## config.mk

```make
export PLATFORM = sky130hd
export DESIGN_NAME = asu_uart
export DESIGN_NICKNAME = d
export VERILOG_FILES = /design/src/design/asu_pkg.sv /design/src/design/asu_uart.sv
export SDC_FILE = /design/constraint.sdc
export NUM_CORES = 1
export LEC_CHECK = 0
export ABC_AREA = 1
export BUFFER_PORTS_ARGS = -buffer_cell sky130_fd_sc_hd__buf_2
export CAP_MARGIN = 0
export CORE_ASPECT_RATIO = 0.6
export CORE_MARGIN = 2
export CORE_UTILIZATION = 50
export CTS_BUF_LIST = sky130_fd_sc_hd__clkbuf_16
export DETAILED_ROUTE_END_ITERATION = 8
export PLACE_DENSITY = 0.73
export SYNTH_ARGS = -nofsm -noshare
export SYNTH_HDL_FRONTEND = slang
export SYNTH_SLANG_ARGS = --single-unit
```

## constraint.sdc

```tcl
create_clock -name ref_clk_in -period 6.6 [get_ports ref_clk_in]
set_input_delay 0.33 -clock ref_clk_in [delete_from_list [all_inputs] [get_ports ref_clk_in]]
set_output_delay 0.33 -clock ref_clk_in [all_outputs]
set_load 0.01 [all_outputs]
```

## src/design/asu_pkg.sv

```systemverilog
// constants, field layouts and state types of the asynchronous serial uart
package asu_pkg;
  // register byte offsets on the apb bus
  localparam logic [7:0] OFS_DATA    = 8'h00;
  localparam logic [7:0] OFS_IEN     = 8'h04;
  localparam logic [7:0] OFS_ISTAT   = 8'h08;
  localparam logic [7:0] OFS_LCTL    = 8'h0C;
  localparam logic [7:0] OFS_MCTL    = 8'h10;
  localparam logic [7:0] OFS_LSTAT   = 8'h14;
  localparam logic [7:0] OFS_MSTAT   = 8'h18;
  localparam logic [7:0] OFS_SCRATCH = 8'h1C;
  localparam logic [7:0] OFS_DIV_LO  = 8'h20;
  localparam logic [7:0] OFS_DIV_HI  = 8'h24;
  // line control fields
  localparam int LC_WLS_LO = 0;
  localparam int LC_STB    = 2;
  localparam int LC_PEN    = 3;
  localparam int LC_EPS    = 4;
  localparam int LC_STICK  = 5;
  localparam int LC_BREAK  = 6;
  // modem control fields
  localparam int MC_DTR  = 0;
  localparam int MC_RTS  = 1;
  localparam int MC_OUT1 = 2;
  localparam int MC_OUT2 = 3;
  localparam int MC_LOOP = 4;
  // interrupt source bits, also the enable bits
  localparam int IS_RXRDY = 0;
  localparam int IS_THRE  = 1;
  localparam int IS_OVR   = 2;
  localparam int IS_PAR   = 3;
  localparam int IS_FRM   = 4;
  localparam int IS_BRK   = 5;
  localparam int IS_DCTS  = 6;
  localparam int IS_DDSR  = 7;
  localparam int IS_TERI  = 8;
  localparam int IS_DDCD  = 9;
  localparam int NUM_IRQ  = 10;
  // synchronised pin vector layout
  localparam int PIN_RCLK = 0;
  localparam int PIN_SIN  = 1;
  localparam int PIN_CTS  = 2;
  localparam int PIN_DSR  = 3;
  localparam int PIN_RI   = 4;
  localparam int PIN_DCD  = 5;
  localparam int NUM_PIN  = 6;
  // reset values
  localparam logic [7:0]  LCTL_RST = 8'h03;
  localparam logic [15:0] DIV_RST  = 16'h0001;
  // oversampling counts: half bit to the centre, then a whole bit
  localparam logic [3:0] SUB_HALF = 4'h7;
  localparam logic [3:0] SUB_LAST = 4'hF;

  typedef enum logic [2:0] {
    ASU_IDLE, ASU_START, ASU_DATA, ASU_PAR, ASU_STOP
  } asu_frame_e;
endpackage : asu_pkg

```

## src/design/asu_uart.sv

```systemverilog
// asynchronous serial uart with apb register access
`timescale 1ns/100ps
module asu_uart (
  input  wire logic        ref_clk_in,
  input  wire logic        arst_n_in,
  input  wire logic        apb_psel_in,
  input  wire logic        apb_penable_in,
  input  wire logic        apb_pwrite_in,
  input  wire logic [7:0]  apb_paddr_in,
  input  wire logic [31:0] apb_pwdata_in,
  output logic      [31:0] apb_prdata_out,
  output logic             apb_pready_out,
  output logic             apb_pslverr_out,
  input  wire logic        serial_in,
  input  wire logic        rx_clock_in,
  input  wire logic        carrier_detect_n_in,
  input  wire logic        ring_indicator_n_in,
  input  wire logic        data_set_ready_n_in,
  input  wire logic        clear_to_send_n_in,
  output logic             serial_out,
  output logic             baud_clock_out_n,
  output logic             request_to_send_n_out,
  output logic             terminal_ready_n_out,
  output logic             general_output_one_n_out,
  output logic             general_output_two_n_out,
  output logic             irq_out
);
  // ------------------------------------------------------------------
  // helper functions
  // ------------------------------------------------------------------
  function automatic logic [7:0] len_mask(input logic [1:0] wls);
    len_mask = 8'hFF >> (2'h3 - wls);
  endfunction : len_mask

  // even parity when eps is set; stick forces the bit to not eps
  function automatic logic par_of(input logic [7:0] d, input logic [7:0] lc);
    logic x;
    x = ^(d & len_mask(lc[1:0]));
    par_of = lc[asu_pkg::LC_STICK] ? ~lc[asu_pkg::LC_EPS]
                                   : (x ^ ~lc[asu_pkg::LC_EPS]);
  endfunction : par_of

  // ------------------------------------------------------------------
  // pin synchronisers: three stages, a change counts once 2 and 3 agree
  // ------------------------------------------------------------------
  logic [asu_pkg::NUM_PIN-1:0] pin_raw;
  logic [asu_pkg::NUM_PIN-1:0] pin_s1_r;
  logic [asu_pkg::NUM_PIN-1:0] pin_s2_r;
  logic [asu_pkg::NUM_PIN-1:0] pin_s3_r;
  logic [asu_pkg::NUM_PIN-1:0] pin_r;
  assign pin_raw = {carrier_detect_n_in, ring_indicator_n_in,
                    data_set_ready_n_in, clear_to_send_n_in,
                    serial_in, rx_clock_in};
  genvar gi;
  generate
    for (gi = 0; gi < asu_pkg::NUM_PIN; gi++) begin : g_sync
      always_ff @(posedge ref_clk_in or negedge arst_n_in) begin
        if (!arst_n_in) begin
          pin_s1_r[gi] <= 1'b1;
          pin_s2_r[gi] <= 1'b1;
          pin_s3_r[gi] <= 1'b1;
          pin_r[gi]    <= 1'b1;
        end else begin
          pin_s1_r[gi] <= pin_raw[gi];
          pin_s2_r[gi] <= pin_s1_r[gi];
          pin_s3_r[gi] <= pin_s2_r[gi];
          if (pin_s2_r[gi] == pin_s3_r[gi]) begin
            pin_r[gi] <= pin_s3_r[gi];
          end
        end
      end
    end
  endgenerate

  // ------------------------------------------------------------------
  // register state
  // ------------------------------------------------------------------
  logic [7:0]  lctl_r, mctl_r, scratch_r, thr_r, rbuf_r;
  logic [9:0]  ien_r;
  logic [15:0] div_r, div_cnt_r;
  logic        thr_full_r, dr_r, ovr_r, perr_r, ferr_r, brk_r;
  logic [3:0]  mdelta_r, mprev_r;
  logic        loop;
  assign loop = mctl_r[asu_pkg::MC_LOOP];

  // ------------------------------------------------------------------
  // apb slave: one wait state, pready and prdata from flops
  // ------------------------------------------------------------------
  logic        acc, done, wr_done, rd_done, addr_ok;
  logic [31:0] rd_mux;
  logic [7:0]  lstat, mstat;
  logic [9:0]  pend;
  assign acc     = apb_psel_in & apb_penable_in;
  assign done    = acc & apb_pready_out;
  assign wr_done = done & apb_pwrite_in;
  assign rd_done = done & ~apb_pwrite_in;
  assign addr_ok = (apb_paddr_in <= asu_pkg::OFS_DIV_HI) &
                   (apb_paddr_in[1:0] == 2'h0);

  logic wr_data, wr_ien, wr_lctl, wr_mctl, wr_scr, wr_dlo, wr_dhi;
  logic rd_data, rd_lstat, rd_mstat;
  assign wr_data  = wr_done & (apb_paddr_in == asu_pkg::OFS_DATA);
  assign wr_ien   = wr_done & (apb_paddr_in == asu_pkg::OFS_IEN);
  assign wr_lctl  = wr_done & (apb_paddr_in == asu_pkg::OFS_LCTL);
  assign wr_mctl  = wr_done & (apb_paddr_in == asu_pkg::OFS_MCTL);
  assign wr_scr   = wr_done & (apb_paddr_in == asu_pkg::OFS_SCRATCH);
  assign wr_dlo   = wr_done & (apb_paddr_in == asu_pkg::OFS_DIV_LO);
  assign wr_dhi   = wr_done & (apb_paddr_in == asu_pkg::OFS_DIV_HI);
  assign rd_data  = rd_done & (apb_paddr_in == asu_pkg::OFS_DATA);
  assign rd_lstat = rd_done & (apb_paddr_in == asu_pkg::OFS_LSTAT);
  assign rd_mstat = rd_done & (apb_paddr_in == asu_pkg::OFS_MSTAT);

  always_comb begin
    unique case (apb_paddr_in)
      asu_pkg::OFS_DATA:    rd_mux = {24'h000000, rbuf_r};
      asu_pkg::OFS_IEN:     rd_mux = {22'h000000, ien_r};
      asu_pkg::OFS_ISTAT:   rd_mux = {22'h000000, pend};
      asu_pkg::OFS_LCTL:    rd_mux = {24'h000000, lctl_r};
      asu_pkg::OFS_MCTL:    rd_mux = {24'h000000, mctl_r};
      asu_pkg::OFS_LSTAT:   rd_mux = {24'h000000, lstat};
      asu_pkg::OFS_MSTAT:   rd_mux = {24'h000000, mstat};
      asu_pkg::OFS_SCRATCH: rd_mux = {24'h000000, scratch_r};
      asu_pkg::OFS_DIV_LO:  rd_mux = {24'h000000, div_r[7:0]};
      asu_pkg::OFS_DIV_HI:  rd_mux = {24'h000000, div_r[15:8]};
      default:              rd_mux = 32'h00000000;
    endcase
  end

  always_ff @(posedge ref_clk_in or negedge arst_n_in) begin
    if (!arst_n_in) begin
      apb_pready_out  <= 1'b0;
      apb_prdata_out  <= 32'h00000000;
      apb_pslverr_out <= 1'b0;
    end else begin
      apb_pready_out  <= acc & ~apb_pready_out;
      apb_prdata_out  <= rd_mux;
      apb_pslverr_out <= acc & ~apb_pready_out & ~addr_ok;
    end
  end

  always_ff @(posedge ref_clk_in or negedge arst_n_in) begin
    if (!arst_n_in) begin
      lctl_r    <= asu_pkg::LCTL_RST;
      mctl_r    <= 8'h00;
      scratch_r <= 8'h00;
      ien_r     <= 10'h000;
      div_r     <= asu_pkg::DIV_RST;
    end else begin
      if (wr_lctl) lctl_r <= apb_pwdata_in[7:0];
      if (wr_mctl) mctl_r <= {3'h0, apb_pwdata_in[4:0]};
      if (wr_scr)  scratch_r <= apb_pwdata_in[7:0];
      if (wr_ien)  ien_r <= apb_pwdata_in[9:0];
      if (wr_dlo)  div_r[7:0] <= apb_pwdata_in[7:0];
      if (wr_dhi)  div_r[15:8] <= apb_pwdata_in[7:0];
    end
  end

  // ------------------------------------------------------------------
  // baud generator: tick is the 16x clock, zero divisor acts as one
  // ------------------------------------------------------------------
  logic baud_tick;
  assign baud_tick = (div_cnt_r <= 16'h0001);
  always_ff @(posedge ref_clk_in or negedge arst_n_in) begin
    if (!arst_n_in) begin
      div_cnt_r        <= asu_pkg::DIV_RST;
      baud_clock_out_n <= 1'b1;
    end else begin
      div_cnt_r        <= baud_tick ? div_r : div_cnt_r - 16'h0001;
      baud_clock_out_n <= ~baud_tick;
    end
  end

  // ------------------------------------------------------------------
  // transmitter
  // ------------------------------------------------------------------
  asu_pkg::asu_frame_e tx_st_r, tx_st_nxt;
  logic [7:0] tx_sh_r, tx_sh_nxt;
  logic [3:0] tx_sub_r;
  logic [2:0] tx_idx_r, tx_idx_nxt;
  logic       tx_bit_r, tx_bit_nxt, tx_stop2_r, tx_stop2_nxt;
  logic       tx_load, tx_bit_end, tx_par_r;
  assign tx_load    = (tx_st_r == asu_pkg::ASU_IDLE) & thr_full_r;
  assign tx_bit_end = baud_tick & (tx_sub_r == asu_pkg::SUB_LAST);

  always_comb begin
    tx_st_nxt    = tx_st_r;
    tx_sh_nxt    = tx_sh_r;
    tx_idx_nxt   = tx_idx_r;
    tx_bit_nxt   = tx_bit_r;
    tx_stop2_nxt = tx_stop2_r;
    if (tx_load) begin
      tx_st_nxt  = asu_pkg::ASU_START;
      tx_sh_nxt  = thr_r;
      tx_bit_nxt = 1'b0;
    end else if (tx_bit_end) begin
      unique case (tx_st_r)
        asu_pkg::ASU_IDLE: tx_bit_nxt = 1'b1;
        asu_pkg::ASU_START: begin
          tx_st_nxt  = asu_pkg::ASU_DATA;
          tx_bit_nxt = tx_sh_r[0];
          tx_idx_nxt = 3'h0;
        end
        asu_pkg::ASU_DATA: begin
          if (tx_idx_r == {1'b1, lctl_r[1:0]}) begin
            tx_st_nxt    = lctl_r[asu_pkg::LC_PEN] ? asu_pkg::ASU_PAR
                                                   : asu_pkg::ASU_STOP;
            tx_bit_nxt   = lctl_r[asu_pkg::LC_PEN] ? tx_par_r : 1'b1;
            tx_stop2_nxt = lctl_r[asu_pkg::LC_STB];
          end else begin
            tx_sh_nxt  = tx_sh_r >> 1;
            tx_bit_nxt = tx_sh_r[1];
            tx_idx_nxt = tx_idx_r + 3'h1;
          end
        end
        asu_pkg::ASU_PAR: begin
          tx_st_nxt  = asu_pkg::ASU_STOP;
          tx_bit_nxt = 1'b1;
        end
        asu_pkg::ASU_STOP: begin
          tx_stop2_nxt = 1'b0;
          if (!tx_stop2_r) tx_st_nxt = asu_pkg::ASU_IDLE;
        end
      endcase
    end
  end

  always_ff @(posedge ref_clk_in or negedge arst_n_in) begin
    if (!arst_n_in) begin
      tx_st_r    <= asu_pkg::ASU_IDLE;
      tx_sh_r    <= 8'h00;
      tx_idx_r   <= 3'h0;
      tx_bit_r   <= 1'b1;
      tx_stop2_r <= 1'b0;
      tx_sub_r   <= 4'h0;
      tx_par_r   <= 1'b0;
      thr_r      <= 8'h00;
      thr_full_r <= 1'b0;
      serial_out <= 1'b1;
    end else begin
      tx_st_r    <= tx_st_nxt;
      tx_sh_r    <= tx_sh_nxt;
      tx_idx_r   <= tx_idx_nxt;
      tx_bit_r   <= tx_bit_nxt;
      tx_stop2_r <= tx_stop2_nxt;
      tx_sub_r   <= tx_load ? 4'h0 : tx_sub_r + {3'h0, baud_tick};
      if (tx_load) tx_par_r <= par_of(thr_r, lctl_r);
      if (wr_data) thr_r <= apb_pwdata_in[7:0];
      thr_full_r <= wr_data | (thr_full_r & ~tx_load);
      serial_out <= loop | (tx_bit_r & ~lctl_r[asu_pkg::LC_BREAK]);
    end
  end

  // ------------------------------------------------------------------
  // receiver: glitch filter, centre sampling, checks
  // ------------------------------------------------------------------
  asu_pkg::asu_frame_e rx_st_r, rx_st_nxt;
  logic       rx_tick, rx_raw, rx_samp_r, rx_filt_r, rclk_prev_r;
  logic [3:0] rx_cnt_r, rx_cnt_nxt;
  logic [2:0] rx_idx_r, rx_idx_nxt;
  logic [7:0] rx_sh_r, rx_sh_nxt, rx_word;
  logic       rx_pbit_r, rx_pbit_nxt, rx_done, rx_mid;
  // loop-back borrows the baud tick because no receive clock is looped
  assign rx_tick = loop ? baud_tick
                        : (pin_r[asu_pkg::PIN_RCLK] & ~rclk_prev_r);
  assign rx_raw  = loop ? tx_bit_r : pin_r[asu_pkg::PIN_SIN];
  assign rx_mid  = (rx_cnt_r == asu_pkg::SUB_LAST);
  assign rx_word = rx_sh_r >> (2'h3 - lctl_r[1:0]);
  assign rx_done = rx_tick & rx_mid & (rx_st_r == asu_pkg::ASU_STOP);

  always_comb begin
    rx_st_nxt   = rx_st_r;
    rx_cnt_nxt  = rx_cnt_r + 4'h1;
    rx_idx_nxt  = rx_idx_r;
    rx_sh_nxt   = rx_sh_r;
    rx_pbit_nxt = rx_pbit_r;
    unique case (rx_st_r)
      asu_pkg::ASU_IDLE: begin
        rx_cnt_nxt = 4'h0;
        if (!rx_filt_r) rx_st_nxt = asu_pkg::ASU_START;
      end
      asu_pkg::ASU_START: begin
        if (rx_cnt_r == asu_pkg::SUB_HALF) begin
          rx_cnt_nxt = 4'h0;
          rx_idx_nxt = 3'h0;
          rx_st_nxt  = rx_filt_r ? asu_pkg::ASU_IDLE : asu_pkg::ASU_DATA;
        end
      end
      asu_pkg::ASU_DATA: begin
        if (rx_mid) begin
          rx_sh_nxt  = {rx_filt_r, rx_sh_r[7:1]};
          rx_idx_nxt = rx_idx_r + 3'h1;
          if (rx_idx_r == {1'b1, lctl_r[1:0]}) begin
            rx_st_nxt = lctl_r[asu_pkg::LC_PEN] ? asu_pkg::ASU_PAR
                                                : asu_pkg::ASU_STOP;
          end
        end
      end
      asu_pkg::ASU_PAR: begin
        if (rx_mid) begin
          rx_pbit_nxt = rx_filt_r;
          rx_st_nxt   = asu_pkg::ASU_STOP;
        end
      end
      asu_pkg::ASU_STOP: begin
        if (rx_mid) rx_st_nxt = asu_pkg::ASU_IDLE;
      end
    endcase
  end

  always_ff @(posedge ref_clk_in or negedge arst_n_in) begin
    if (!arst_n_in) begin
      rclk_prev_r <= 1'b1;
      rx_samp_r   <= 1'b1;
      rx_filt_r   <= 1'b1;
      rx_st_r     <= asu_pkg::ASU_IDLE;
      rx_cnt_r    <= 4'h0;
      rx_idx_r    <= 3'h0;
      rx_sh_r     <= 8'h00;
      rx_pbit_r   <= 1'b0;
    end else begin
      rclk_prev_r <= pin_r[asu_pkg::PIN_RCLK];
      if (rx_tick) begin
        rx_samp_r <= rx_raw;
        if (rx_raw == rx_samp_r) rx_filt_r <= rx_raw;
        rx_st_r   <= rx_st_nxt;
        rx_cnt_r  <= rx_cnt_nxt;
        rx_idx_r  <= rx_idx_nxt;
        rx_sh_r   <= rx_sh_nxt;
        rx_pbit_r <= rx_pbit_nxt;
      end
    end
  end

  // ------------------------------------------------------------------
  // line status: hardware set wins over a clear by read
  // ------------------------------------------------------------------
  logic rx_perr, rx_ferr, rx_brk;
  assign rx_perr = lctl_r[asu_pkg::LC_PEN] &
                   (rx_pbit_r != par_of(rx_word, lctl_r));
  assign rx_ferr = ~rx_filt_r;
  assign rx_brk  = ~rx_filt_r & (rx_word == 8'h00) &
                   ~(lctl_r[asu_pkg::LC_PEN] & rx_pbit_r);
  assign lstat   = {1'b0, ~thr_full_r & (tx_st_r == asu_pkg::ASU_IDLE),
                    ~thr_full_r, brk_r, ferr_r, perr_r, ovr_r, dr_r};

  always_ff @(posedge ref_clk_in or negedge arst_n_in) begin
    if (!arst_n_in) begin
      rbuf_r <= 8'h00;
      dr_r   <= 1'b0;
      ovr_r  <= 1'b0;
      perr_r <= 1'b0;
      ferr_r <= 1'b0;
      brk_r  <= 1'b0;
    end else begin
      if (rx_done) rbuf_r <= rx_word;
      dr_r   <= rx_done | (dr_r & ~rd_data);
      ovr_r  <= (rx_done & dr_r) | (ovr_r & ~rd_lstat);
      perr_r <= (rx_done & rx_perr) | (perr_r & ~rd_lstat);
      ferr_r <= (rx_done & rx_ferr) | (ferr_r & ~rd_lstat);
      brk_r  <= (rx_done & rx_brk) | (brk_r & ~rd_lstat);
    end
  end

  // ------------------------------------------------------------------
  // modem lines: order cts, dsr, ri, dcd, active high
  // ------------------------------------------------------------------
  logic [3:0] mnow, mset;
  assign mnow = loop ? {mctl_r[asu_pkg::MC_OUT2], mctl_r[asu_pkg::MC_OUT1],
                        mctl_r[asu_pkg::MC_DTR], mctl_r[asu_pkg::MC_RTS]}
                     : ~{pin_r[asu_pkg::PIN_DCD], pin_r[asu_pkg::PIN_RI],
                         pin_r[asu_pkg::PIN_DSR], pin_r[asu_pkg::PIN_CTS]};
  // the ring flag sets when the active-low pin goes low to high
  assign mset  = {mnow[3] ^ mprev_r[3], ~mnow[2] & mprev_r[2],
                  mnow[1] ^ mprev_r[1], mnow[0] ^ mprev_r[0]};
  assign mstat = {mnow[3], mnow[2], mnow[1], mnow[0],
                  mdelta_r[3], mdelta_r[2], mdelta_r[1], mdelta_r[0]};

  always_ff @(posedge ref_clk_in or negedge arst_n_in) begin
    if (!arst_n_in) begin
      mprev_r  <= 4'h0;
      mdelta_r <= 4'h0;
      request_to_send_n_out    <= 1'b1;
      terminal_ready_n_out     <= 1'b1;
      general_output_one_n_out <= 1'b1;
      general_output_two_n_out <= 1'b1;
    end else begin
      mprev_r  <= mnow;
      mdelta_r <= mset | (mdelta_r & {4{~rd_mstat}});
      request_to_send_n_out    <= loop | ~mctl_r[asu_pkg::MC_RTS];
      terminal_ready_n_out     <= loop | ~mctl_r[asu_pkg::MC_DTR];
      general_output_one_n_out <= loop | ~mctl_r[asu_pkg::MC_OUT1];
      general_output_two_n_out <= loop | ~mctl_r[asu_pkg::MC_OUT2];
    end
  end

  // ------------------------------------------------------------------
  // interrupt sources and output
  // ------------------------------------------------------------------
  assign pend = {mdelta_r[3], mdelta_r[2], mdelta_r[1], mdelta_r[0],
                 brk_r, ferr_r, perr_r, ovr_r, ~thr_full_r, dr_r};
  always_ff @(posedge ref_clk_in or negedge arst_n_in) begin
    if (!arst_n_in) irq_out <= 1'b0;
    else            irq_out <= |(pend & ien_r);
  end
endmodule : asu_uart

```

==> results of run 1 <==
-- registers in the layout, summed over array words and instances (netlist names), 10 cells and up --
signal	cells
div_r	16
apb_prdata_out	10
div_cnt_r	16
ien_r	10
-- metal layers --
layer,GRT usage,share of wire,up-vias
met5,0,0,-
li1,-,-,3326
met1,0.383,0.50,3415
met2,0.329,0.41,249
met3,0.0556,0.086,15
met4,0.0460,0.0084,0
-- cell usage after synthesis, types with 3 or more instances --
library cell / count / share of area
sky130_fd_sc_hd__dfrtp_1: 141 / 0.41
sky130_fd_sc_hd__nor2_2: 7 / 0.0051
sky130_fd_sc_hd__maj3_1: 6 / 0.0070
sky130_fd_sc_hd__nand2_1: 269 / 0.12
sky130_fd_sc_hd__o21ai_0: 118 / 0.069
sky130_fd_sc_hd__nor2_1: 51 / 0.022
sky130_fd_sc_hd__o211ai_1: 3 / 0.0026
sky130_fd_sc_hd__clkbuf_1: 11 / 0.0048
sky130_fd_sc_hd__buf_2: 6 / 0.0035
sky130_fd_sc_hd__dfstp_2: 38 / 0.12
sky130_fd_sc_hd__o21bai_1: 3 / 0.0026
sky130_fd_sc_hd__nor3_1: 5 / 0.0029
sky130_fd_sc_hd__o21ai_1: 21 / 0.012
sky130_fd_sc_hd__inv_2: 10 / 0.0044
sky130_fd_sc_hd__ha_1: 9 / 0.013
sky130_fd_sc_hd__xnor2_1: 7 / 0.0072
sky130_fd_sc_hd__inv_1: 106 / 0.046
sky130_fd_sc_hd__nand3_1: 42 / 0.025
sky130_fd_sc_hd__a31oi_1: 8 / 0.0058
sky130_fd_sc_hd__buf_6: 4 / 0.0053
sky130_fd_sc_hd__a21oi_1: 34 / 0.020
sky130_fd_sc_hd__xor2_1: 14 / 0.014
sky130_fd_sc_hd__buf_4: 22 / 0.019
sky130_fd_sc_hd__o22ai_1: 12 / 0.0088
sky130_fd_sc_hd__nand2_2: 5 / 0.0037
sky130_fd_sc_hd__o21ai_2: 9 / 0.0092
sky130_fd_sc_hd__nand4_1: 13 / 0.0095
-- kinds of logic (layout without fill, tap and decap cells) --
logic type,Yosys count,after routing
simple gates,403,403
compound gates,221,221
flops,179,179
buf+inv,160,204
xor+xnor,21,21
fa+ha+maj,15,15
other cells,1,22
mux,1,1
-- power groups by stage --
stage	sequential, mW	clock [mW]	combinational [mW]
after floorplan	1.28	0	0.303
after global placement	1.29	0	0.380
after detailed placement	1.29	0	0.391
after CTS	1.28	1.02	0.400
after global routing	1.29	1.07	0.467
final	1.28	1.01	0.401
-- worst reg2reg max path, stage by stage (launching register included) --
cell,delay [ps]
sky130_fd_sc_hd__dfstp_2,370
sky130_fd_sc_hd__inv_1,90
sky130_fd_sc_hd__ha_1,230
sky130_fd_sc_hd__nand2_2,100
sky130_fd_sc_hd__nand2_1,80
sky130_fd_sc_hd__nand3_2,420
sky130_fd_sc_hd__o21ai_2,630
sky130_fd_sc_hd__nand3_2,480
sky130_fd_sc_hd__nor2_1,210
sky130_fd_sc_hd__nand3_1,100
sky130_fd_sc_hd__nand2_1,60
-- worst max path at each step --
stage,endpoint,startpoint,slack [ps]
global route,perr_r$_DFF_PN0_,div_cnt_r[0]$_DFF_PN1_,3420
global placement,perr_r$_DFF_PN0_,div_cnt_r[13]$_DFF_PN0_,3820
floorplan,perr_r$_DFF_PN0_,lctl_r[0]$_DFFE_PN1P_,4360
finish,perr_r$_DFF_PN0_,div_cnt_r[0]$_DFF_PN1_,3770
detailed placement,perr_r$_DFF_PN0_,div_cnt_r[0]$_DFF_PN1_,3820
CTS,perr_r$_DFF_PN0_,div_cnt_r[0]$_DFF_PN1_,3810
-- per-stage QoR --
stage          instance area (um2)  hold slack [ps]  cells  power, mW  setup slack (ps)
6_report                      9530             14.0   1294       2.68              3770
5_1_grt                       9530              115   1294       2.83              3420
4_1_cts                       9530             62.5   1294       2.69              3810
3_5_place_dp                  8900              347   1256       1.69              3820
3_3_place_gp                  8900              346   1256       1.67              3820
2_1_floorplan                 8640             34.4   1022       1.58              4360
-- final cells by class --
cell class                 instances  area share
sequential                       179       0.475
multi-input combinational        683       0.356
inverter                         117      0.0461
clock buffer                      17      0.0446
timing repair buffer              55      0.0332
tap                              228      0.0299
clock inverter                    15      0.0159
==> flow_results.org, run 1 <==
** Detailed routing
- Number of remaining DRC errors :: 0
- After detailed routing, the number of vias per cell comes to roughly 5.4.
- The pre-antenna-repair detailed-routing pass consisted of 7 iterations.
- Once detail routing completed, the nets flagged for antenna violations numbered 0.
- DRT Wirelength :: 20900 um
- Dividing the detail-routed wire length by the instance count gives around 16 um.
- Detailed routing inserted a total of around 7000 vias.
- For this block, the initial DRC count from the detailed router was approximately 650.

** Setup path
- Maximum net fanout on the critical path :: 21
- Standard cell with the maximum stage delay on the critical path :: sky130_fd_sc_hd__o21ai_2
- The startpoint identified for the worst register-to-register timing path is div_cnt_r[0]$_DFF_PN1_.
- At the worst endpoint, the arrival time is between 3000 and 4000 ps.
- Together, buffers and inverters on the worst path number 1.
- Critical Path Stages :: 10
- Critical Path, Cell by Cell :: inv_1, ha_1, nand2_2, nand2_1, nand3_2, o21ai_2, nand3_2, nor2_1, nand3_1, nand2_1
- At the worst endpoint, the required time is 6970 ps.
- The kind of cell with the highest combined delay along the critical path is simple AND/OR/NAND/NOR gates.
- Reg2Reg Capture Point :: perr_r$_DFF_PN0_
- Delay of the slowest cell on the worst path :: roughly 620 ps
- For flop-to-flop paths, the worst setup slack is 3770 ps.
- Number of cells traversed by the worst register-to-register path :: 10
- STA classifies the critical path startpoint as a flop.
- Element type at the critical path end :: flop
- Critical path class :: flop to flop

** Yosys
- Average cell area after synthesis :: around 8.5 um2
- EDFF count, synth :: 0
- Basic-gate share of the synthesized area counting and, or, nand and nor cells :: 0.201
- Post-synth ARST share :: 1.00
- The number of different library cells used by synthesis comes to between 40 and 50.
- Number of flip-flops and latches in the synthesized netlist :: roughly 180
- Multiplexer share of the synthesized area :: 0.00117
- Total of warnings raised by yosys :: 0
- Share of synthesized cell area in full adder, half adder and majority cells :: 0.0202
- Of the total synthesized cell area, the portion taken by XOR and XNOR cells is 0.0215.
- Share of the yosys chip area belonging to registers :: 0.529
- In the synthesized netlist the dominant register cell turns out to be sky130_fd_sc_hd__dfrtp_1.
- Total standard cell area after synthesis :: ~8600 um2
- Cell count after synthesis :: 1001
- Dominant combinational cell family by area after synthesis :: simple AND/OR/NAND/NOR gates
- Post-synthesis compound-gate area fraction :: 0.143

** Cells and area
- Fillers :: 1488
- Commonest cells after routing, fill and taps aside :: sky130_fd_sc_hd__nand2_1 (269), sky130_fd_sc_hd__dfrtp_1 (141), sky130_fd_sc_hd__o21ai_0 (118)
- Registers take 4530 um2.
- Number of nets at the end of the flow :: 1113
- 0 antenna diodes ended up in the layout.
- Compared with the post-synthesis result, the final layout area differs by 11.4%.
- Leaving out fill and tap cells, the most frequent cell in the layout is sky130_fd_sc_hd__nand2_1.
- Area of combinational cells with multiple inputs :: approximately 3400 um2
- Fraction of layout cells with a size suffix above 1 :: 0.147
- At the end of the flow the core is filled with cells to 0.578.

** Clock network
- After clock tree synthesis, the setup repair step added 0 buffers.
- For this design, the sink count on the clock tree is between 150 and 200.
- The later pin in the worst-skew pair is clocked with a latency of between 400 and 500 ps.
- PostCTS Resize Cnt :: 0
- Clock transition at the registers of the reported paths :: around 70 ps
- Maximum clock insertion buffer count :: 2
- In this run, post-CTS hold repair placed 6 buffers.
- TritonCTS built the clock tree.
- CTS H-Tree Depth :: 4
- Counting the buffers created by CTS gives 17.
- The cell sitting at the root of the clock tree is a sky130_fd_sc_hd__clkbuf_16.

** Timing
- Least-Margin Pin Slew :: between 900 and 1000 ps
- After routing, the total negative slack on setup checks comes to 0 ps.
- The number of failing hold endpoints at the final stage came to 0.
- Clock Skew :: between 10 and 15 ps
- Crit path time final :: 2830 ps
- Based on the critical path, the design can be clocked at up to roughly 350 MHz.
- Post-route fraction of the period consumed by the critical path :: 0.429
- Setup repair after global routing left no endpoint under its margin.
- Setup violations remaining at the end of the flow were counted as 0.
- Relative max-transition margin :: 0.360
- Max-slew violation count :: 0

** Floorplanning
- Starting utilization of the core area :: 0.519
- Core region area :: between 15000 and 20000 um2
- The die is 173 um wide.
- Rows :: 36
- The floorplan step defined a die boundary enclosing between 15000 and 20000 um2.
- Vertical die dimension :: 105 um
- Ports :: 92

** Outcome
- Outcome :: completed

** Min path
- The worst hold path belongs to the class primary input to async pin.

** Power and ir drop
- VDD sags by at most ~0.00023 V.
- Power spread over the standard cell area amounts to approximately 280 nW/um2.
- Switching Share :: 0.292
- Of the total power, registers draw 0.476.
- The analysis attributes to net switching a power of approximately 0.78 mW.
- For this design the static power due to leakage is roughly 4.6 nW.
- The internal portion of the total power is between 1.5 and 2 mW.
- Part of the total power dissipated in the clock network :: 0.374
- Of the total power, combinational logic draws 0.149.

** GRT
- First-pass GRT wire length :: between 30000 and 40000 um
- Number of global-route vias before repair :: 6455
- Largest net degree at the start of global routing :: 106
- All-layer global routing usage :: 0.240
- Summed over all layers, the global routing overflow is 0.
- Initial antenna violation count :: 0

** Flow run
- Across the run, the number of max-cap violations was 0.

** Place
- During placement, the flow inserted port buffers numbering between 40 and 50.
- Final weighted congestion of routability-driven global placement :: ~0.97
- Detailed placement finished with a half-perimeter wire length of approximately 15000 um.
Power figures use the tool's default switching activity.
==> run 2, diff against run 1 <==
--- a/config.mk
+++ b/config.mk
@@ -13,7 +13,7 @@
 export CORE_UTILIZATION = 50
 export CTS_BUF_LIST = sky130_fd_sc_hd__clkbuf_16
 export DETAILED_ROUTE_END_ITERATION = 8
-export PLACE_DENSITY = 0.73
+export PLACE_DENSITY = 0.75
 export SYNTH_ARGS = -nofsm -noshare
 export SYNTH_HDL_FRONTEND = slang
 export SYNTH_SLANG_ARGS = --single-unit
==> constraint.sdc (replaced) <==
create_clock -name ref_clk_in -period 2.58 [get_ports ref_clk_in]
set_input_delay 0.129 -clock ref_clk_in [delete_from_list [all_inputs] [get_ports ref_clk_in]]
set_output_delay 0.129 -clock ref_clk_in [all_outputs]
set_load 0.01 [all_outputs]
==> run 2 against run 1 <==
Count of clock-buffer cells in the layout unchanged. Worst setup slack worse by 3600 ps. Total power rose to 2.5 times the previous value. Via count up 0.37%. Clock skew down 1.8 ps. Non-clock buffer count up 17. Fmax up 19%. Worst hold slack better by 100 ps. Die area unchanged. Critical endpoint unchanged. Largest cell class unchanged.
==> flow_results.org, run 2 (synthesis gave the netlist of run 1 again) <==
** Floorplanning
- Die width :: 173 um (unchanged)
- Vertical die dimension :: 105 um (unchanged)
- Rows :: 36 (unchanged)
- Core region area :: 16500 um2 (unchanged)
- The I/O pin count is 92 (unchanged).
- Die area :: 18200 um2 (unchanged)
- The initial core utilization came to 0.519 (unchanged).

** Detailed routing
- Number of remaining DRC errors :: 0 (unchanged)
- The total number of vias is 7031 (was 7005).
- DRC violation total after the first TritonRoute iteration :: 645 (was 652)
- The post-route met1 wirelength was 10500 um (was 10400 um).
- Post-detailed-route count of antenna-violating nets :: 0 (unchanged)
- Met3 WL post-DR :: 1670 um (was 1800 um)
- The average wire per cell in the routed design came to 16.1 um (was 16.2 um).
- The uppermost signal routing layer after detailed routing is met4 (unchanged).
- The met2 wire length is 8690 um (was 8530 um).
- The final wirelength is 21100 um (was 20900 um).
- DRT Pass-1 Iters :: 6 (was 7)
- Vias/cell :: 5.36 (was 5.41)

** Clock network
- The TritonCTS sink count is 179 (unchanged).
- The clock tree buffer depth is 2 (unchanged).
- The CTS tree is yes (unchanged).
- Clock latency on the worst-skew pair :: 430 ps (about the same)
- The clock-pin slew on the worst setup and hold paths came to 70 ps (about the same).
- TritonCTS buffer count :: 17 (unchanged)
- Buffer cell driving the clock tree root :: sky130_fd_sc_hd__clkbuf_16 (unchanged)
- The H-tree depth reported by CTS was 4 (unchanged).

** Timing
- The count of final setup violators was 0 (unchanged).
- Post-route fraction of the period consumed by the critical path :: 0.919 (was 0.429)
- The normalized max-slew margin was 0.605 (was 0.360).
- Clock Skew :: 11.9 ps (was 13.7 ps)
- Least-Margin Pin Slew :: 586 ps (was 961 ps)
- Final Hold Viols :: 0 (unchanged)
- The time the worst path needs with I/O delays and setup is 2370 ps (was 2830 ps).
- Max-slew violation count :: 0 (unchanged)
- The worst slack on hold paths came to 118 ps (was 14.0 ps).
- Max Clock Freq :: 422 MHz (was 353 MHz)

** Setup path
- The register-to-register setup slack was 210 ps (was 3770 ps).
- Number of cells traversed by the worst register-to-register path :: 13 (was 10)
- The maximum fanout along the worst path is 8 (was 21).
- The critical path required time is 2910 ps (was 6970 ps).
- The startpoint of the worst-slack reg-to-reg timing path is lctl_r[0]$_DFFE_PN1P_ (was div_cnt_r[0]$_DFF_PN1_).
- Reg2Reg Capture Point :: perr_r$_DFF_PN0_ (unchanged)
- The buffers plus inverters on the worst setup path was 1 (unchanged).
- Critical Path, Cell by Cell :: buf_2, nand2_1, o21ai_0, o21ai_0, ha_1, xor2_1, nand3_1, nand2_1, nand2_1, nand2_1, nand3_1, nand3_1, nand2_1 (was inv_1, ha_1, nand2_2, nand2_1, nand3_2, o21ai_2, nand3_2, nor2_1, nand3_1, nand2_1)
- Delay of the slowest cell on the worst path :: 610 ps (was 620 ps)
- The category of the worst setup path launch point is a flop (unchanged).
- The kind of end point of the critical path is a flop (unchanged).
- The data arrival time of the critical path came to 2700 ps (was 3200 ps).
- The worst-path cell with the longest stage delay is sky130_fd_sc_hd__dfstp_2 (was sky130_fd_sc_hd__o21ai_2).
- The critical path class is flop to flop (unchanged).
- Most frequent CP cell :: sky130_fd_sc_hd__nand2_1
- Kind of cell adding the most delay to the critical path :: simple AND/OR/NAND/NOR gates (unchanged)

** Min path
- The worst hold path passes through 3 cells.
- Tightest Hold Check Type :: primary input to flop (was primary input to async pin)
- Hold path endpoint :: lctl_r[6]$_DFFE_PN0P_
- Hold Startpoint :: apb_pwdata_in[6]

** Cells and area
- Number of nets at the end of the flow :: 1130 (was 1113)
- The final standard cell utilization of the core came to 0.587 (was 0.578).
- Fraction of layout cells with a size suffix above 1 :: 0.154 (was 0.147)
- The most common library cell in the layout ignoring fill and taps was sky130_fd_sc_hd__nand2_1 (unchanged).
- The area growth from synthesis to final layout was 13.0% (was 11.4%).
- Regs by FF count :: div_cnt_r (16), div_r (16) (unchanged)
- Fillers :: 1460 (was 1488)
- Commonest cells after routing, fill and taps aside :: sky130_fd_sc_hd__nand2_1 (269), sky130_fd_sc_hd__dfrtp_1 (141), sky130_fd_sc_hd__o21ai_0 (118) (unchanged)
- Non-Filler Cell Area, Final :: 9670 um2 (was 9530 um2)
- The antenna cell count was 0 (unchanged).

** GRT
- The pin count of the biggest net entering global routing came to 65 (was 106).
- Number of global-route vias before repair :: 6615 (was 6455)
- Total grt overflow :: 0 (unchanged)
- The aggregate global-route resource usage is 0.242 (was 0.240).
- First-pass GRT wire length :: 34600 um (was 34400 um)
- The initial antenna violation count came to 0 (unchanged).

** Outcome
- Outcome: completed (unchanged).

** Flow run
- The max capacitance violation total was 0 (unchanged).

** Power and ir drop
- Overall power of the completed layout :: 6.84 mW (was 2.68 mW)
- The power density relative to cell area is 707 nW/um2 (was 282 nW/um2).
- The highest ir drop seen on vdd was 0.000617 V (was 0.000232 V).
- The static power due to leakage is 4.67 nW (was 4.59 nW).

** Place
- # port buffers :: 47 (unchanged)
- Final weighted congestion of routability-driven global placement :: 0.978 (was 0.970)
- Area of placed instances :: 8980 um2 (was 8900 um2)
- HPWL after detailed placement :: 15200 um (was 14700 um)
==> run 2: changes by cell type in the layout (fill, tap and decap cells not counted), sizes merged <==
| cell | delta |
|---|---|
| inv | -1 |
| clkinv | -1 |
| dlygate4sd3 | +5 |
| buf | +12 |
| clkinvlp | +2 |
==> run 2: worst max path at each step <==
stage / startpoint / endpoint / cells after the start
detailed placement: lctl_r[0]$_DFFE_PN1P_ / perr_r$_DFF_PN0_ / 13
finish: lctl_r[0]$_DFFE_PN1P_ / perr_r$_DFF_PN0_ / 13
global route: lctl_r[0]$_DFFE_PN1P_ / perr_r$_DFF_PN0_ / 13
CTS: lctl_r[0]$_DFFE_PN1P_ / perr_r$_DFF_PN0_ / 13
floorplan: lctl_r[0]$_DFFE_PN1P_ / perr_r$_DFF_PN0_ / 13
global placement: lctl_r[0]$_DFFE_PN1P_ / perr_r$_DFF_PN0_ / 13
==> run 2: repair_timing <==
| item | CTS | global route |
|---|---|---|
| hold buffers | 11 | 0 |
| buffers inserted | 0 | 2 |
| gates resized for setup | 0 | 0 |
| setup endpoints to repair | 0 | 1 |
| endpoints found under the hold margin | 61 | 0 |
==> run 2: worst register-to-register path: cells and delay by family (launching register included) <==
family,cells,cell delay (ps)
compound gates,2,270
buf+inv,1,210
simple gates,8,630
fa+ha+maj,1,350
xor+xnor,1,190
flops,1,610
==> run 2: layout make-up <==
cell class / count / area (um2) / area share
Tap cell: 228 / 285 / 0.0295
Clock inverter: 15 / 141 / 0.0146
Inverter: 117 / 439 / 0.0454
Clock buffer: 17 / 425 / 0.0440
Timing Repair Buffer: 72 / 467 / 0.0482
Multi-Input combinational cell: 683 / 3390 / 0.350
Sequential cell: 179 / 4530 / 0.468
==> run 2: report_power, final <==
part,internal (mW),leakage [nW],switching [mW],total [mW]
registers,3.08,2.24,0.191,3.27
logic,0.360,2.15,0.671,1.03
clock network,1.42,0.268,1.12,2.53
==> run 2: routing by layer <==
metal	vias to the layer above	global-route usage
met4	0	0.0599
li1	3360	-
met3	18	0.0667
met1	3406	0.370
met2	247	0.337
met5	-	0
==> run 2: metrics by stage <==
| step | setup TNS, ps | cells | setup WS [ps] |
|---|---|---|---|
| after floorplan | 0 | 1022 | 337 |
| after global placement | 0 | 1266 | 274 |
| after detailed placement | 0 | 1266 | 213 |
| after CTS | 0 | 1309 | 188 |
| after global routing | -5.84 | 1311 | -5.84 |
| final | 0 | 1311 | 208 |
==> run 3, diff against run 2 <==
--- a/config.mk
+++ b/config.mk
@@ -11,7 +11,7 @@
 export CORE_ASPECT_RATIO = 0.6
 export CORE_MARGIN = 2
 export CORE_UTILIZATION = 50
-export CTS_BUF_LIST = sky130_fd_sc_hd__clkbuf_16
+export CTS_BUF_LIST = sky130_fd_sc_hd__clkbuf_4
 export DETAILED_ROUTE_END_ITERATION = 8
 export PLACE_DENSITY = 0.75
 export SYNTH_ARGS = -nofsm -noshare
==> run 3 against run 2 <==
Largest cell class unchanged. First-iteration DRC count down 6.4%. Combinational power barely moved. Sequential cell count stayed put. Register-to-register slack about the same. Critical path type unchanged. Routed wire length is 0.20% lower. Core utilization fell by 1.1 points. Critical path depth stayed put. Sequential share of layout area is 0.93 points higher.
==> flow_results.org, run 3 (synthesis gave the netlist of run 1 again) <==
** Cells and area
- The share of layout cells above drive strength 1 came to 0.156 (was 0.154).
- Layout area overhead :: 10.8% (was 13.0%)
- Number of nets at the end of the flow :: 1140 (was 1130)
- Regs by FF count: div_cnt_r (16), div_r (16) (unchanged).
- Commonest non-fill, non-tap cell in the layout :: sky130_fd_sc_hd__nand2_1 (unchanged)
- Post-Layout Cell Count :: 1323 (was 1311)
- Commonest cells after routing, fill and taps aside: sky130_fd_sc_hd__nand2_1 (269), sky130_fd_sc_hd__dfrtp_1 (141), sky130_fd_sc_hd__o21ai_0 (118) (unchanged).
- The final standard cell utilization of the core was 0.575 (was 0.587).
- Non-Filler Cell Area, Final :: 9490 um2 (was 9670 um2)

** Timing
- The slack of the critical path was 193 ps (was 208 ps).
- The final count of pins violating max slew came to 0 (unchanged).
- The final clock period utilization by the worst path is 0.925 (was 0.919).
- Final Hold Viols :: 0 (unchanged)
- Worst-case hold slack :: 60.8 ps (was 118 ps)
- Final Setup Violations :: 0 (unchanged)
- Final TNS setup :: 0 ps (unchanged)
- Max Clock Freq :: 419 MHz (was 422 MHz)
- The slew of the pin with the lowest slew margin came to 575 ps (was 586 ps).
- The clock tree skew after final layout is 20.1 ps (was 11.9 ps).
- RSZ-0062 raised after global routing :: false
- Crit path time final :: 2390 ps (was 2370 ps)
- Relative max-transition margin :: 0.613 (was 0.605)

** Clock network
- Buffer cell driving the clock tree root :: sky130_fd_sc_hd__clkbuf_4 (was sky130_fd_sc_hd__clkbuf_16)
- The clock-pin slew on the worst setup and hold paths came to 150 ps (was 70 ps).
- CTS sink cnt :: 179 (unchanged)
- CTS tree :: yes (unchanged)
- CTS H-Tree Depth :: 4 (unchanged)
- The clock tree buffer depth was 2 (unchanged).
- The later-pin clock latency in the skew report was 580 ps (was 430 ps).
- TritonCTS buffer count :: 17 (unchanged)

** Setup path
- Category of the worst setup path launch point :: flop (unchanged)
- The critical path class is flop to flop (unchanged).
- The stage delay of the slowest cell on the critical path came to 620 ps (was 610 ps).
- The critical path required time was 3060 ps (was 2910 ps).
- The worst-path cell with the longest stage delay was sky130_fd_sc_hd__dfstp_2 (unchanged).
- Element type at the critical path end :: flop (unchanged)
- The critical path's most frequent cell was sky130_fd_sc_hd__nand2_1 (unchanged).
- The data arrival time of the critical path came to 2870 ps (was 2700 ps).
- Critical Path, Cell by Cell :: buf_2, nand2_1, o21ai_0, o21ai_0, ha_1, xor2_1, nand3_1, nand2_1, nand2_1, nand2_1, nand3_1, nand3_1, nand2_1 (unchanged)
- Maximum net fanout on the critical path :: 6 (was 8)

** Place
- The number of I/O port buffers was 47 (unchanged).
- Placed cell count :: 1266 (unchanged)
- The final RePlAce weighted congestion was 0.978 (unchanged).
- Area of placed instances :: 8980 um2 (unchanged)
- The pre-CTS worst setup slack came to 213 ps (unchanged).
- HPWL after detailed placement :: 15200 um (unchanged)

** Floorplanning
- The initial core utilization is 0.519 (unchanged).
- The full die area came to 18200 um2 (unchanged).
- Core region area :: 16500 um2 (unchanged)
- The horizontal die dimension was 173 um (unchanged).
- Vertical die dimension :: 105 um (unchanged)
- Ports :: 92 (unchanged)
- Rows :: 36 (unchanged)

** GRT
- The global-route wire length before repair came to 34200 um (was 34600 um).
- Number of global-route vias before repair :: 6592 (was 6615)
- All-layer global routing usage :: 0.239 (was 0.242)
- The initial antenna violation count is 1 (was 0).
- The global route total overflow came to 0 (unchanged).
- Largest net degree at the start of global routing :: 65 (unchanged)

** Flow run
- The max capacitance violation total came to 0 (unchanged).

** Detailed routing
- The number of remaining DRC errors is 0 (unchanged).
- DRT Pass-1 Iters :: 7 (was 6)
- DRC violation total after the first TritonRoute iteration :: 604 (was 645)
- DR vias :: 7031 (unchanged)
- The residual antenna-violating net count after detailed routing was 0 (unchanged).
- The final wirelength is 21000 um (was 21100 um).
- The number of vias per cell came to 5.31 (was 5.36).
- The average wire per cell in the routed design was 15.9 um (was 16.1 um).

** Power and ir drop
- The portion of total power attributed to sequential cells came to 0.555 (was 0.479).
- The internal power summed over all cells was 4.04 mW (was 4.86 mW).
- The static power due to leakage was 4.58 nW (was 4.67 nW).
- Share of power burned in combinational logic :: 0.176 (was 0.151)
- The net switching power figure was 1.85 mW (was 1.98 mW).
- The part of the total power dissipated in the clock network is 0.269 (was 0.371).
- Switching Share :: 0.314 (was 0.290)
- The power density relative to cell area was 621 nW/um2 (was 707 nW/um2).
- Largest voltage drop on the vdd net :: 0.000520 V (was 0.000617 V)
- Overall power of the completed layout :: 5.89 mW (was 6.84 mW)

** Outcome
- Outcome :: completed (unchanged)

** Min path
- Tightest Hold Check Type :: primary input to flop (unchanged)
## run 3: power groups by stage
stage / Clock, mW / Combinational (mW) / Sequential [mW]
after floorplan: 0 / 0.776 / 3.27
after global routing: 1.73 / 1.21 / 3.30
after CTS: 1.60 / 1.03 / 3.27
after detailed placement: 0 / 1.01 / 3.31
after global placement: 0 / 0.982 / 3.31
final: 1.58 / 1.04 / 3.27
## run 3: what timing repair did
item	CTS	global route
resized for setup	0	0
endpoints found under the setup margin	0	1
hold buffers	20	0
buffers inserted	0	3
endpoints found under the hold margin	131	0
## run 3: worst paths after layout
kind	cells past startpoint	end	from	slack (ps)
max in group asynchronous	3	pin_r[0]$_DFFE_PN1N_	arst_n_in	1600
worst max-delay path	13	perr_r$_DFF_PN0_	lctl_r[0]$_DFFE_PN1P_	190
min in group asynchronous	2	div_cnt_r[6]$_DFF_PN0_	arst_n_in	70
worst min-delay path	3	scratch_r[3]$_DFFE_PN0P_	apb_pwdata_in[3]	60
worst max register to register	13	perr_r$_DFF_PN0_	lctl_r[0]$_DFFE_PN1P_	190
worst min register to register	0	pin_s2_r[1]$_DFF_PN1_	pin_s1_r[1]$_DFF_PN1_	370
## run 3: cell type report
type | instances | area [um2]
Tap cell | 228 | 285
Antenna cell | 2 | 5.00
Sequential cell | 179 | 4530
Inverter | 117 | 439
Multi-Input combinational cell | 683 | 3390
Clock inverter | 13 | 134
Fill cell | 1493 | 7000
Clock buffer | 19 | 143
Timing Repair Buffer | 82 | 564
## run 3: worst max-delay path: cells and delay by family (launching register included)
family | cells | cell delay, ps
AOI/OAI and AO/OA | 2 | 280
xor gates and xnor gates | 1 | 200
adders and majority gates | 1 | 350
buffers and inverters | 1 | 200
DFF | 1 | 620
and+or+nand+nor | 8 | 630
## run 3: routing by layer
metal / up-vias / global-route usage / routed length, um
li1: 3387 / - / -
met1: 3379 / 0.366 / 10400
met2: 245 / 0.335 / 8680
met3: 20 / 0.0635 / 1660
met4: 0 / 0.0581 / 242
met5: - / 0 / 0
